--- config.mk ---
export PLATFORM = sky130hd
export DESIGN_NAME = mbe_memory_bus
export DESIGN_NICKNAME = d
export VERILOG_FILES = /design/src/design/mbe_pkg.sv /design/src/design/mbe_clk_if.sv /design/src/design/mbe_bus_clock.sv /design/src/design/mbe_memory_bus.sv
export SDC_FILE = /design/constraint.sdc
export NUM_CORES = 1
export LEC_CHECK = 0
export ABC_AREA = 0
export BUFFER_PORTS_ARGS = -buffer_cell sky130_fd_sc_hd__buf_4
export CAP_MARGIN = 20
export CORE_MARGIN = 4
export CORE_UTILIZATION = 50
export DETAILED_ROUTE_END_ITERATION = 10
export PLACE_DENSITY = 0.75
export SETUP_SLACK_MARGIN = 0.2
export SLEW_MARGIN = 20
export SYNTH_ARGS = -nofsm -noshare
export SYNTH_HDL_FRONTEND = slang
export SYNTH_SLANG_ARGS = --single-unit
--- constraint.sdc ---
create_clock -name I_CLOCK -period 8.3 [get_ports I_CLOCK]
set_input_delay 0.415 -clock I_CLOCK [delete_from_list [all_inputs] [get_ports I_CLOCK]]
set_output_delay 0.415 -clock I_CLOCK [all_outputs]
set_load 0.005 [all_outputs]
--- src/design/mbe_pkg.sv ---
// Purpose: Shared constants, types and lane helpers for the memory bus.
// Assumes: One core clock; bus clock edges are seen as core strobes.
// Notes: The operation summary below lists each behaviour by its tag.
// Operation
// RULE1: Sample stall at bus rise; low extends access.
// RULE2: Memory drives stall low before that rise.
// RULE3: Four odd parity bits, one per lane.
// RULE4: Write parity valid while bus clock low.
// RULE5: Follow-on output inverts request, changes when high.
// RULE6: Mode low: bus clock input, inverse held low.
// RULE7: Mode high: both bus clocks driven out; the inverse is held low while inv_off is set.
// RULE8: Mode select never changes during operation.
// RULE9: Bypass high selects test clock as core.
// RULE10: Ratio select high picks slower legacy set.
// RULE11: Test clock tied low when bypass low.
// RULE12: Test reset pulsed low besides system reset.
// RULE13: Reserved input tied permanently low.
// RULE14: Control bit selects big or little endian.
// RULE15: Four consecutive byte addresses form one word.
// RULE16: Little endian: byte zero on lanes 7:0.
// RULE17: Big endian: byte zero on lanes 31:24.
// RULE18: Endian affects only byte and halfword accesses.
// RULE19: Write-not-read high on writes, address timing.
// RULE20: Request low means access next bus cycle.
// RULE21: Output bus clock is core divided by cfg+2.
// RULE22: Halfword lanes follow address bit one, endianness.
package mbe_pkg;

  // ---------------------------------------------------------------------
  // Register map
  // ---------------------------------------------------------------------
  localparam logic [3:0] REG_CTRL = 4'h0;
  localparam logic [3:0] REG_STATUS = 4'h4;
  localparam logic [3:0] REG_STALLS = 4'h8;
  localparam int CTRL_BIG = 0;
  localparam int CTRL_INV_OFF = 1;
  localparam int ST_MODE = 0;
  localparam int ST_BYPASS = 1;
  localparam int ST_SLOW = 2;
  localparam int ST_BUSY = 3;
  localparam int ST_RSVD = 4;
  localparam int ST_TCLK = 5;

  // ---------------------------------------------------------------------
  // Reset values, sizes and clock constants
  // ---------------------------------------------------------------------
  localparam logic REQ_IDLE_N = 1'b1;
  localparam logic SLOW_RESET = 1'b1;
  localparam logic READY_RESET = 1'b1;
  localparam logic [1:0] SIZE_BYTE = 2'h0;
  localparam logic [1:0] SIZE_HALF = 2'h1;
  localparam logic [1:0] SIZE_WORD = 2'h2;
  localparam int DIV_W = 4;
  localparam logic [DIV_W-1:0] DIV_BASE = 4'h2;

  // Access sequencer states.
  typedef enum logic [1:0] {
    ACC_IDLE, ACC_ANNOUNCE, ACC_START, ACC_ACCESS
  } mbe_acc_t;

  // ---------------------------------------------------------------------
  // Lane helpers
  // ---------------------------------------------------------------------
  // Lowest lane used by an item; a word always starts at lane zero.
  function automatic logic [1:0] mbe_lane(input logic [1:0] a,
      input logic [1:0] size, input logic big);
    logic [1:0] lane;
    lane = 2'h0;
    if (size == SIZE_BYTE) begin
      lane = big ? ~a : a;
    end else if (size == SIZE_HALF) begin
      lane = {a[1] ^ big, 1'b0};
    end
    return lane;
  endfunction

  // Moves a right-aligned item onto its lanes; other lanes read zero.
  function automatic logic [31:0] mbe_place(input logic [31:0] d,
      input logic [1:0] a, input logic [1:0] size, input logic big);
    logic [31:0] v;
    v = d;
    if (size == SIZE_BYTE) begin
      v = {24'h0, d[7:0]};
    end else if (size == SIZE_HALF) begin
      v = {16'h0, d[15:0]};
    end
    return v << {mbe_lane(a, size, big), 3'h0};
  endfunction

  // Takes an item off its lanes and right-aligns it, zero extended.
  function automatic logic [31:0] mbe_extract(input logic [31:0] d,
      input logic [1:0] a, input logic [1:0] size, input logic big);
    logic [31:0] v;
    v = d >> {mbe_lane(a, size, big), 3'h0};
    if (size == SIZE_BYTE) begin
      v = {24'h0, v[7:0]};
    end else if (size == SIZE_HALF) begin
      v = {16'h0, v[15:0]};
    end
    return v;
  endfunction

  // Odd parity per byte: each lane plus its bit holds an odd count.
  function automatic logic [3:0] mbe_parity(input logic [31:0] d);
    logic [3:0] p;
    p = 4'h0;
    for (int i = 0; i < 4; i++) begin
      p[i] = ~^d[8*i +: 8];
    end
    return p;
  endfunction

endpackage

--- src/design/mbe_clk_if.sv ---
// Purpose: Carries bus clock pins and phase strobes between modules.
// Assumes: All signals live in the core clock domain.
// Notes: rise and fall mark the core edge at which the bus clock moves.
`timescale 1ns/1ps
interface mbe_clk_if;
  logic mode_pin; // Raw clock mode select pin.
  logic [2:0] div_cfg; // Raw bus clock divider setting.
  logic mclk_in; // Bus clock pin level when it is an input.
  logic inv_off; // Software switch that parks the inverted clock.
  logic mode; // Registered clock mode select.
  logic mclk; // Registered bus clock level.
  logic mclk_inv; // Registered inverted bus clock.
  logic mclk_oe; // High while the bus clock pin is driven.
  logic rise; // Bus clock goes high at the coming core edge.
  logic fall; // Bus clock goes low at the coming core edge.
  modport gen (input mode_pin, div_cfg, mclk_in, inv_off,
    output mode, mclk, mclk_inv, mclk_oe, rise, fall);
  modport bus (output mode_pin, div_cfg, mclk_in, inv_off,
    input mode, mclk, mclk_inv, mclk_oe, rise, fall);
endinterface

--- src/design/mbe_bus_clock.sv ---
// Purpose: Makes or follows the bus clock and flags its edges.
// Assumes: Clock mode and divider pins are static straps.
// Notes: In output mode the high phase is the shorter for odd periods.
`timescale 1ns/1ps
module mbe_bus_clock
  import mbe_pkg::*;
(
  // Clock and reset.
  input wire logic i_clk,
  input wire logic i_rst,
  // Bus clock side.
  mbe_clk_if.gen ck
);

  // All state: straps, divider, pin levels, a gap counter and an edge-seen flag.
  typedef struct packed {
    logic mode;
    logic [2:0] cfg;
    logic [DIV_W-1:0] cnt;
    logic mclk;
    logic inv;
    logic oe;
    logic [DIV_W:0] gap;
    logic seen;
  } mbe_gen_t;

  mbe_gen_t s_ff; // Registered state.
  mbe_gen_t nxt_s; // Next state.
  logic [DIV_W-1:0] period; // Core cycles per bus clock period.

  // ---------------------------------------------------------------------
  // Divider and pin levels
  // ---------------------------------------------------------------------
  // Core clock divided by the setting plus two, or the input pin.
  always_comb begin
    nxt_s = s_ff;
    nxt_s.mode = ck.mode_pin;
    nxt_s.cfg = ck.div_cfg;
    period = {1'b0, s_ff.cfg} + DIV_BASE; // see RULE21
    if (!s_ff.mode || s_ff.cnt >= period - 4'h1) begin
      nxt_s.cnt = '0;
    end else begin
      nxt_s.cnt = s_ff.cnt + 4'h1;
    end
    if (s_ff.mode) begin
      nxt_s.mclk = nxt_s.cnt < (period >> 1); // see RULE21
    end else begin
      nxt_s.mclk = ck.mclk_in; // see RULE6
    end
    nxt_s.oe = s_ff.mode; // see RULE7
    nxt_s.inv = s_ff.mode & ~ck.inv_off & ~nxt_s.mclk; // see RULE6
    nxt_s.gap = (nxt_s.mclk & ~s_ff.mclk) ? '0 : s_ff.gap + 5'h1;
    if (nxt_s.mclk & ~s_ff.mclk & s_ff.mode) begin
      nxt_s.seen = 1'b1;
    end
  end

  // State register.
  always_ff @(posedge i_clk or posedge i_rst) begin
    if (i_rst) begin
      s_ff <= '0;
    end else begin
      s_ff <= nxt_s;
    end
  end

  // Pins and strobes.
  assign ck.mode = s_ff.mode;
  assign ck.mclk = s_ff.mclk;
  assign ck.mclk_inv = s_ff.inv;
  assign ck.mclk_oe = s_ff.oe;
  assign ck.rise = nxt_s.mclk & ~s_ff.mclk;
  assign ck.fall = ~nxt_s.mclk & s_ff.mclk;
endmodule

--- src/design/mbe_memory_bus.sv ---
// Purpose: Memory bus front end of a core: one access at a time.
// Assumes: Pins sync to I_CLOCK; straps stay static after reset.
// Notes: Bus clock phases come from mbe_bus_clock as core strobes.
//
// The implementer's own choices: the strobed register port and the register addresses.
`timescale 1ns/1ps
module mbe_memory_bus
  import mbe_pkg::*;
#(
  parameter int CCFG_W = 4
) (
  // Clock and reset.
  input wire logic I_CLOCK,
  input wire logic I_SYS_RST,
  // Core request side.
  input wire logic I_REQ_VALID,
  input wire logic I_REQ_WRITE,
  input wire logic I_REQ_FETCH,
  input wire logic [1:0] I_REQ_SIZE,
  input wire logic [31:0] I_REQ_ADDR,
  input wire logic [31:0] I_REQ_WDATA,
  output logic O_REQ_READY,
  output logic O_RSP_VALID,
  output logic [31:0] O_RSP_RDATA,
  // Register port.
  input wire logic [3:0] I_REG_ADDR,
  input wire logic [31:0] I_REG_WDATA,
  input wire logic I_REG_WR,
  input wire logic I_REG_RD,
  output logic [31:0] O_REG_RDATA,
  // Memory bus.
  output logic [31:0] O_ADDR,
  output logic [1:0] O_MAS,
  output logic O_WRITE_NOT_READ,
  output logic O_MEMORY_REQUEST_N,
  output logic O_ACCESS_FOLLOWS_ON,
  output logic [31:0] O_DATA_OUT,
  output logic O_DATA_OE,
  input wire logic [31:0] I_DATA_IN,
  output logic [3:0] O_PARITY,
  input wire logic I_BUS_STALL_N,
  // Bus clock pins and straps.
  input wire logic I_MCLK,
  output logic O_MCLK,
  output logic O_MCLK_OE,
  output logic O_MEMORY_BUS_CLOCK_INV,
  input wire logic I_BUS_CLOCK_MODE_SELECT,
  input wire logic [2:0] I_BUS_CLOCK_DIVIDER_CFG,
  // Core clock selection.
  input wire logic [CCFG_W-1:0] I_CORE_CLOCK_CFG,
  input wire logic I_CORE_PLL_BYPASS,
  input wire logic I_BYPASS_CORE_CLOCK,
  input wire logic I_PLL_RATIO_SET_SELECT,
  input wire logic I_RESERVED_TIE_LOW,
  output logic O_CORE_CLOCK_FROM_BYPASS,
  output logic O_PLL_SLOW_RATIOS,
  output logic [CCFG_W-1:0] O_CORE_CLOCK_CFG
);

  // ---------------------------------------------------------------------
  // State
  // ---------------------------------------------------------------------
  // All state of the bus front end in one record.
  typedef struct packed {
    mbe_acc_t st;
    logic big;
    logic inv_off;
    logic wr;
    logic [1:0] size;
    logic [31:0] addr;
    logic [31:0] wdata;
    logic lbig;
    logic mreq_n;
    logic fol;
    logic wnr;
    logic [1:0] mas;
    logic [31:0] bus_addr;
    logic [31:0] dout;
    logic doe;
    logic [3:0] par;
    logic ready;
    logic rsp;
    logic [31:0] rdata;
    logic [31:0] stalls;
    logic [31:0] reg_rdata;
    logic bypass;
    logic slow;
    logic [CCFG_W-1:0] ccfg;
  } mbe_main_t;

  // Reset image: request idle high, ready, slow ratio set.
  localparam mbe_main_t S_RESET = '{
    st: ACC_IDLE,
    mreq_n: REQ_IDLE_N,
    ready: READY_RESET,
    slow: SLOW_RESET,
    default: '0
  };

  mbe_main_t s_ff; // Registered state.
  mbe_main_t nxt_s; // Next state.
  logic [1:0] eff_size; // Size after forcing fetches to words.
  logic stall_clr; // Software write to the stall counter.

  // Bus clock generator link.
  mbe_clk_if ck ();

  // ---------------------------------------------------------------------
  // Bus clock generator
  // ---------------------------------------------------------------------
  assign ck.mode_pin = I_BUS_CLOCK_MODE_SELECT;
  assign ck.div_cfg = I_BUS_CLOCK_DIVIDER_CFG;
  assign ck.mclk_in = I_MCLK;
  assign ck.inv_off = s_ff.inv_off;

  mbe_bus_clock u_clk (
    .i_clk(I_CLOCK),
    .i_rst(I_SYS_RST),
    .ck(ck.gen)
  );

  // ---------------------------------------------------------------------
  // Next state
  // ---------------------------------------------------------------------
  // Register port, access sequencer and strap capture.
  always_comb begin
    nxt_s = s_ff;
    nxt_s.rsp = 1'b0;
    nxt_s.reg_rdata = '0;
    // Fetches and words never move lanes.
    eff_size = I_REQ_FETCH ? SIZE_WORD : I_REQ_SIZE; // see RULE18
    stall_clr = I_REG_WR && I_REG_ADDR == REG_STALLS;
    // Core clock source and ratio set follow their pins.
    nxt_s.bypass = I_CORE_PLL_BYPASS; // see RULE9
    nxt_s.slow = I_PLL_RATIO_SET_SELECT; // see RULE10
    nxt_s.ccfg = I_CORE_CLOCK_CFG;
    // Control register write.
    if (I_REG_WR && I_REG_ADDR == REG_CTRL) begin
      nxt_s.big = I_REG_WDATA[CTRL_BIG]; // see RULE14
      nxt_s.inv_off = I_REG_WDATA[CTRL_INV_OFF];
    end
    // Stall counter clears on write; a stall in that cycle still counts.
    if (stall_clr) begin
      nxt_s.stalls = '0;
    end
    // Read data appear one cycle after the strobe, zero otherwise.
    if (I_REG_RD) begin
      unique case (I_REG_ADDR)
        REG_CTRL: begin
          nxt_s.reg_rdata[CTRL_BIG] = s_ff.big;
          nxt_s.reg_rdata[CTRL_INV_OFF] = s_ff.inv_off;
        end
        REG_STATUS: begin
          nxt_s.reg_rdata[ST_MODE] = ck.mode;
          nxt_s.reg_rdata[ST_BYPASS] = s_ff.bypass;
          nxt_s.reg_rdata[ST_SLOW] = s_ff.slow;
          nxt_s.reg_rdata[ST_BUSY] = s_ff.st != ACC_IDLE;
          nxt_s.reg_rdata[ST_RSVD] = I_RESERVED_TIE_LOW;
          nxt_s.reg_rdata[ST_TCLK] = I_BYPASS_CORE_CLOCK;
        end
        REG_STALLS: begin
          nxt_s.reg_rdata = s_ff.stalls;
        end
        default: begin
          nxt_s.reg_rdata = '0;
        end
      endcase
    end
    // Access sequencer.
    unique case (s_ff.st)
      // Take a request and lay its data on the proper lanes now.
      ACC_IDLE: begin
        if (I_REQ_VALID) begin
          nxt_s.wr = I_REQ_WRITE;
          nxt_s.size = eff_size;
          nxt_s.addr = I_REQ_ADDR;
          nxt_s.lbig = s_ff.big;
          nxt_s.wdata = mbe_place(I_REQ_WDATA, I_REQ_ADDR[1:0],
            eff_size, s_ff.big); // see RULE15, RULE22
          nxt_s.ready = 1'b0;
          nxt_s.st = ACC_ANNOUNCE;
        end
      end
      // While the bus clock falls, announce the access for next cycle.
      ACC_ANNOUNCE: begin
        if (ck.fall) begin
          nxt_s.mreq_n = 1'b0; // see RULE20
          nxt_s.bus_addr = s_ff.addr;
          nxt_s.wnr = s_ff.wr; // see RULE19
          nxt_s.mas = s_ff.size;
          nxt_s.st = ACC_START;
        end
      end
      // The next rise opens the access cycle.
      ACC_START: begin
        if (ck.rise) begin
          nxt_s.st = ACC_ACCESS;
        end
      end
      // Low phase: data and parity; rise: stall or finish.
      ACC_ACCESS: begin
        if (ck.fall) begin
          nxt_s.mreq_n = REQ_IDLE_N; // see RULE20
          nxt_s.dout = s_ff.wdata;
          nxt_s.doe = s_ff.wr;
          nxt_s.par = mbe_parity(s_ff.wdata); // see RULE3, RULE4
        end
        if (ck.rise) begin
          if (!I_BUS_STALL_N) begin
            // Stall latched on the rise: one more bus cycle.
            nxt_s.stalls = (stall_clr ? '0 : s_ff.stalls) + 32'h1;
          end else begin
            nxt_s.rsp = 1'b1; // see RULE1
            nxt_s.rdata = s_ff.wr ? '0 : mbe_extract(I_DATA_IN,
              s_ff.addr[1:0], s_ff.size, s_ff.lbig); // see RULE16 RULE17
            nxt_s.doe = 1'b0;
            nxt_s.ready = READY_RESET;
            nxt_s.st = ACC_IDLE;
          end
        end
      end
    endcase
    // Follow-on indicator trails the request by half a bus cycle.
    if (ck.rise) begin
      nxt_s.fol = ~s_ff.mreq_n; // see RULE5
    end
  end

  // State register.
  always_ff @(posedge I_CLOCK or posedge I_SYS_RST) begin
    if (I_SYS_RST) begin
      s_ff <= S_RESET;
    end else begin
      s_ff <= nxt_s;
    end
  end

  // ---------------------------------------------------------------------
  // Outputs
  // ---------------------------------------------------------------------
  assign O_REQ_READY = s_ff.ready;
  assign O_RSP_VALID = s_ff.rsp;
  assign O_RSP_RDATA = s_ff.rdata;
  assign O_REG_RDATA = s_ff.reg_rdata;
  assign O_ADDR = s_ff.bus_addr;
  assign O_MAS = s_ff.mas;
  assign O_WRITE_NOT_READ = s_ff.wnr;
  assign O_MEMORY_REQUEST_N = s_ff.mreq_n;
  assign O_ACCESS_FOLLOWS_ON = s_ff.fol;
  assign O_DATA_OUT = s_ff.dout;
  assign O_DATA_OE = s_ff.doe;
  assign O_PARITY = s_ff.par;
  assign O_MCLK = ck.mclk;
  assign O_MCLK_OE = ck.mclk_oe;
  assign O_MEMORY_BUS_CLOCK_INV = ck.mclk_inv;
  assign O_CORE_CLOCK_FROM_BYPASS = s_ff.bypass;
  assign O_PLL_SLOW_RATIOS = s_ff.slow;
  assign O_CORE_CLOCK_CFG = s_ff.ccfg;
endmodule

; Yosys cells after proc, flatten, opt, wreduce, memory -nomap -nowiden
; Index checks and enable logic that the tools add are counted.
[totals]
output_inout_bits = 149
inputBits = 155
regBits = 261
[op_classes]
muxes = 44
shifts = 2
addsub = 4
n_reduce_logical = 22
eq_ne = 13
magnitude_cmp = 2
n_bitwise = 12
[op_table]
columns = op, count
row1 = $mux W32, 10
row2 = $mux W66, 1
row3 = $mux W65, 1
row4 = $mux W2, 17
row5 = $mux W34, 1
row6 = $add A32 B1 Y32 const B, 1
row7 = $reduce_xnor A8 Y1, 4
row8 = $shl A32 B5 Y32, 1
row9 = $shr A32 B5 Y32, 1
row10 = $mux W26, 1
row11 = $ne A2 B2 Y1 const B, 6
row12 = $pmux W2 S4, 1
row13 = $pmux W4 S2, 1
row14 = $eq A2 B1 Y1 const B, 3
row15 = $logic_not A2 Y1, 3
row16 = $mux W1, 6
row17 = $pmux W2 S3, 1
row18 = $reduce_and A2 Y1, 3
row19 = $reduce_and A3 Y1, 2
row20 = $reduce_bool A2 Y1, 3
row21 = $mux W5, 1
row22 = $reduce_and A5 Y1, 1
row23 = $add A3 B2 Y4 const B, 1
row24 = $add A4 B1 Y4 const B, 1
row25 = other kinds (17), 28

; Logic depth before layout (Yosys ltp)
[logic_depth]
word_depth = 17
depth_mapped = 16
depth_no_buf = 15

; By module
; Synthesis repeated with hierarchy kept, for this count alone.
[hier_totals]
hier_cells = 1031
hier_area_um2 = 12139.1
[by_module_without_submodules]
columns = mod, area_per_inst_um2, seq_area_each_um2, instances, cells_per_inst
row1 = mbe_memory_bus, 11486.0, 6259.8, 1, 971
row2 = mbe_bus_clock, 653.1, 275.3, 1, 60

; Worst setup path after synthesis
; No wires, ideal clock.
[synth_timing]
path_kind = register to register
from = register u_clk.s_ff[14] (netlist name)
to = register s_ff[249] (netlist name)
path_slack_ns = 4.877
stages_incl_launch_ff = 14
n_path_buf = 0
arrival_ns = 3.295
cell_sequence = dfrtp_1 -> ha_1 -> xnor2_1 -> ha_1 -> o211ai_1 -> o211ai_2 -> nor2_1 -> ha_1 -> a211o_1 -> o31ai_4 -> o22ai_2 -> mux2_2 -> a21oi_1 -> mux2_1
[synth_rtl]
columns = item, line_no
row1 = from (decl), mbe_bus_clock.sv:27  ; mbe_gen_t s_ff;
row2 = from (signal assigned), mbe_bus_clock.sv:63  ; s_ff <= nxt_s;
row3 = to (signal assigned), mbe_memory_bus.sv:234  ; s_ff <= nxt_s;
row4 = to (decl), mbe_memory_bus.sv:100  ; mbe_main_t s_ff;

==> key figures <==
Die
  • Die height: 164.5 um
  • Top-level I/O count: 304
  • Area of the die: 27,050 um^2
  • Die width: 164.5 um
  • Number of cell rows: 56
  • Core Box Area: 23,750 um^2
  • Effective utilization at floorplan: 51.53%

Pwr
  • P_leak: 0.007179 uW
  • Register share of total power: 39.8%
  • Part of the power in the clock network: 27.2%
  • Power dissipated by switching net loads: 1547 uW
  • Highest ir drop seen on vdd: 0.2247 mV
  • Net Sw Frac: 31.06%
  • Fraction of power consumed by combinational cells: 33.1%
  • Power per unit of standard cell area: 339.6 nW/um^2
  • Internal power summed over all cells: 3434 uW

GRT
  • Antenna violations before repair: 0
  • Total global routing overflow: 0
  • GRT Resource Usage Total: 20.71%
  • Number of global-route vias before repair: 8,502
  • First-pass GRT wire length: 45,170 um
  • Largest net degree at the start of global routing: 148

Cells and area
  • Number of diodes: 0
  • Number of nets in the layout: 1,373
  • Most frequent standard cell in the layout excluding fill and tap cells: buf_4
  • Area occupied by multi-input gates: 4387 um^2
  • Sequential cell area: 6535 um^2
  • Utilization of the core after routing: 61.76%
  • Post-synthesis to final-layout area growth: 19.84%
  • Commonest non-fill, non-tap cells in the layout: buf_4 (282), dfrtp_1 (258), nand2_1 (92), mux2_2 (83), nor2_1 (54)
  • Share of post-route cells with drive strength above 1: 35.21%
  • Layout filler cell count: 1,965

Logic synthesis
  • Cell types occupying the most area after synthesis: dfrtp_1 (53%), buf_4 (8.5%), mux2_2 (7.6%)
  • Summed instance area of the synthesized netlist: 12,240 um^2
  • Number of instances in the synthesized netlist: 1,063
  • Synthesis warning total: 0
  • Primary flip-flop cell chosen by synthesis mapping: dfrtp_1
  • Top cell type's share of synthesized area: 52.74%
  • Net count after synthesis: 1,233
  • Mean instance size in the synthesized netlist: 11.52 um^2
  • Distinct cell type count after synthesis: 63
  • Number of synthesized register bits: 261
  • Portion of the post-synthesis area used by sequential elements: 53.39%
  • Proportion of synthesized flip-flops having asynchronous set or reset: 100.0%
  • Number of enable-type register cells in the synthesized netlist: 0
  • Cell type with the highest aggregate area in the netlist: dfrtp_1

Critical path
  • Worst endpoint data arrival time: 4.95 ns
  • Crit path kind: reg2reg
  • Top delay family on crit path: compound AO/OA/AOI/OAI gates
  • Crit-path cells: ha_1 > xnor2_1 > ha_1 > o211ai_1 > o211ai_2 > nor2_1 > ha_1 > a211o_1 > o31ai_4 > o221a_2 > nand3_1 > buf_4 > clkinv_1 > nand3_1 > nand2_1
  • Startpoint of the worst register-to-register path: u_clk.s_ff[14]$_DFF_PP0_
  • Flop-to-flop setup slack: 3.77 ns
  • Crit path max fanout: 49
  • Worst flop-to-flop path endpoint: O_RSP_RDATA[29]$_DFFE_PP0P_
  • Critical Path Max Stage Delay: 0.65 ns
  • Most frequent cell on the critical path: ha_1
  • Startpoint type of the worst setup path: register
  • Worst path required time: 8.72 ns
  • Kind of end point of the critical path: register
  • Worst reg-to-reg path cell count: 15
  • Critical Path Slowest Stage Cell: clkinv_1
  • Number of buffer and inverter instances along the worst setup path: 2

STA
  • Post-Route Hold Slack: 0.006005 ns
  • Unrepaired setup endpoints after global routing: false
  • Time the final worst path needs with I/O delays and setup: 4.526 ns
  • Final setup skew: 0.008371 ns
  • Final period util: 54.53%
  • Fmax: 0.2210 GHz
  • Total negative slack for setup checks: 0 ns
  • # setup viols final: 0
  • Final count of pins violating max slew: 0
  • Max-slew headroom at the worst pin: 29.63%
  • Transition at the pin with the smallest max-transition slack: 1.039 ns
  • Hold Fails Final Rpt: 0

Detailed routing
  • # DRC: 0
  • Vias post-DR: 8,187
  • Mean routed wirelength per cell: 18.38 um
  • Routed wire length: 28,370 um
  • Pre-antenna DRT Iters: 5
  • Initial drt markers: 415
  • Vias per inst: 5.306
  • Post-detailed-route count of antenna-violating nets: 0

Placement
  • Weighted congestion reported at the end of routability-driven placement: 0.8300
  • HPWL Detailed: 19,600 um
  • Number of buffer cells added on primary ports: 273

CTS
  • Clock-pin transition on the worst setup and hold timing paths: 0.06 ns
  • Total clock sinks: 261
  • TritonCTS clock tree: done
  • Largest buffer count on any clock path: 3
  • Htree depth: 1
  • CTS Root Buffer Type: clkbuf_16
  • Clock Latency Late Sink: 0.54 ns
  • TritonCTS buffer count: 29

Run status
  • Status: completed

Min path
  • Hold WC Path Type: in2async

Flow run
  • Maximum capacitance violations: 0
routing by layer:
| layer | routed length [um] | vias to the layer above | track usage, % |
|---|---|---|---|
| li1 | - | 3818 | - |
| met1 | 11110 | 4045 | 26.14 |
| met2 | 14070 | 266 | 34.92 |
| met3 | 2416 | 58 | 6.189 |
| met4 | 766 | 0 | 5.671 |
| met5 | 0 | - | 0 |
power groups by stage:
stage / clock network, uW / logic, uW / registers (uW)
finish: 1350 / 1650 / 1980
global route: 1440 / 1810 / 2040
CTS: 1380 / 1670 / 1980
detailed placement: 0 / 1650 / 2000
global placement: 0 / 1610 / 1980
floorplan: 0 / 1320 / 1890
metrics by stage:
stage | total power, uW | cell area, um^2 | instances | worst slack, ns
finish | 4981 | 14670 | 1543 | 3.774
global route | 5294 | 14670 | 1543 | 3.450
CTS | 5040 | 14640 | 1542 | 3.773
detailed placement | 3653 | 13530 | 1480 | 3.809
global placement | 3586 | 13530 | 1480 | 3.888
floorplan | 3215 | 12240 | 1063 | 0.7065
synthesized netlist by cell type (all sizes together), types with 4 or more instances:
library cell	instances
ha	15
nand4	13
xnor2	33
a21oi	11
a31oi	4
a222oi	8
or4	6
nand3	31
clkbuf	27
mux2	114
xor2	23
mux2i	6
and4	4
o31ai	6
nand2b	6
inv	21
nor2b	14
buf	157
a22oi	17
o41ai	16
dfrtp	258
and3	8
nor2	55
a22o	11
o21ai	25
nand2	96
and2	34
a221oi	8
cell families (layout without fill, tap and decap cells):
family,Yosys count,after routing,share of synthesized area [%]
simple gates,284,284,11.78
buf+inv,206,367,10.84
xor+xnor,56,56,4.007
fa+ha+maj,15,15,1.533
flops,261,261,53.39
compound gates,121,121,7.482
mux,120,120,10.98
what timing repair did:
item | 4_1_cts | 5_1_grt
endpoints found under the hold margin | 10 | 0
setup buffers | 0 | 0
resized for setup | 0 | 0
setup endpoints to repair | 0 | 0
hold buffers | 10 | 0
final cells by class:
type | instances | area share, %
tap | 319 | 2.721
clock inverter | 10 | 1.237
clock buffer | 42 | 5.689
timing repair buffer | 293 | 15.25
sequential | 261 | 44.55
multi-input combinational | 596 | 29.90
inverter | 22 | 0.6482
worst max-delay path by stage:
stage | from | to | slack (ns) | depth (start not counted)
floorplan | I_SYS_RST | O_ACCESS_FOLLOWS_ON$_DFFE_PP0P_ | 0.71 | 1
global placement | u_clk.s_ff[14]$_DFF_PP0_ | O_RSP_RDATA[30]$_DFFE_PP0P_ | 3.89 | 15
detailed placement | u_clk.s_ff[14]$_DFF_PP0_ | O_RSP_RDATA[19]$_DFFE_PP0P_ | 3.81 | 15
CTS | u_clk.s_ff[14]$_DFF_PP0_ | O_RSP_RDATA[29]$_DFFE_PP0P_ | 3.77 | 15
global route | u_clk.s_ff[14]$_DFF_PP0_ | O_RSP_RDATA[19]$_DFFE_PP0P_ | 3.45 | 15
finish | u_clk.s_ff[14]$_DFF_PP0_ | O_RSP_RDATA[29]$_DFFE_PP0P_ | 3.77 | 15
registers in the layout, indices dropped and copies added, names as in the netlist, 2 cells and up:
signal	count
s_ff	103
O_ADDR	32
O_DATA_OUT	32
O_REG_RDATA	32
O_RSP_RDATA	32
u_clk.s_ff	7
O_CORE_CLOCK_CFG	4
O_PARITY	4
O_MAS	2
(Power assumes the default switching activity.)
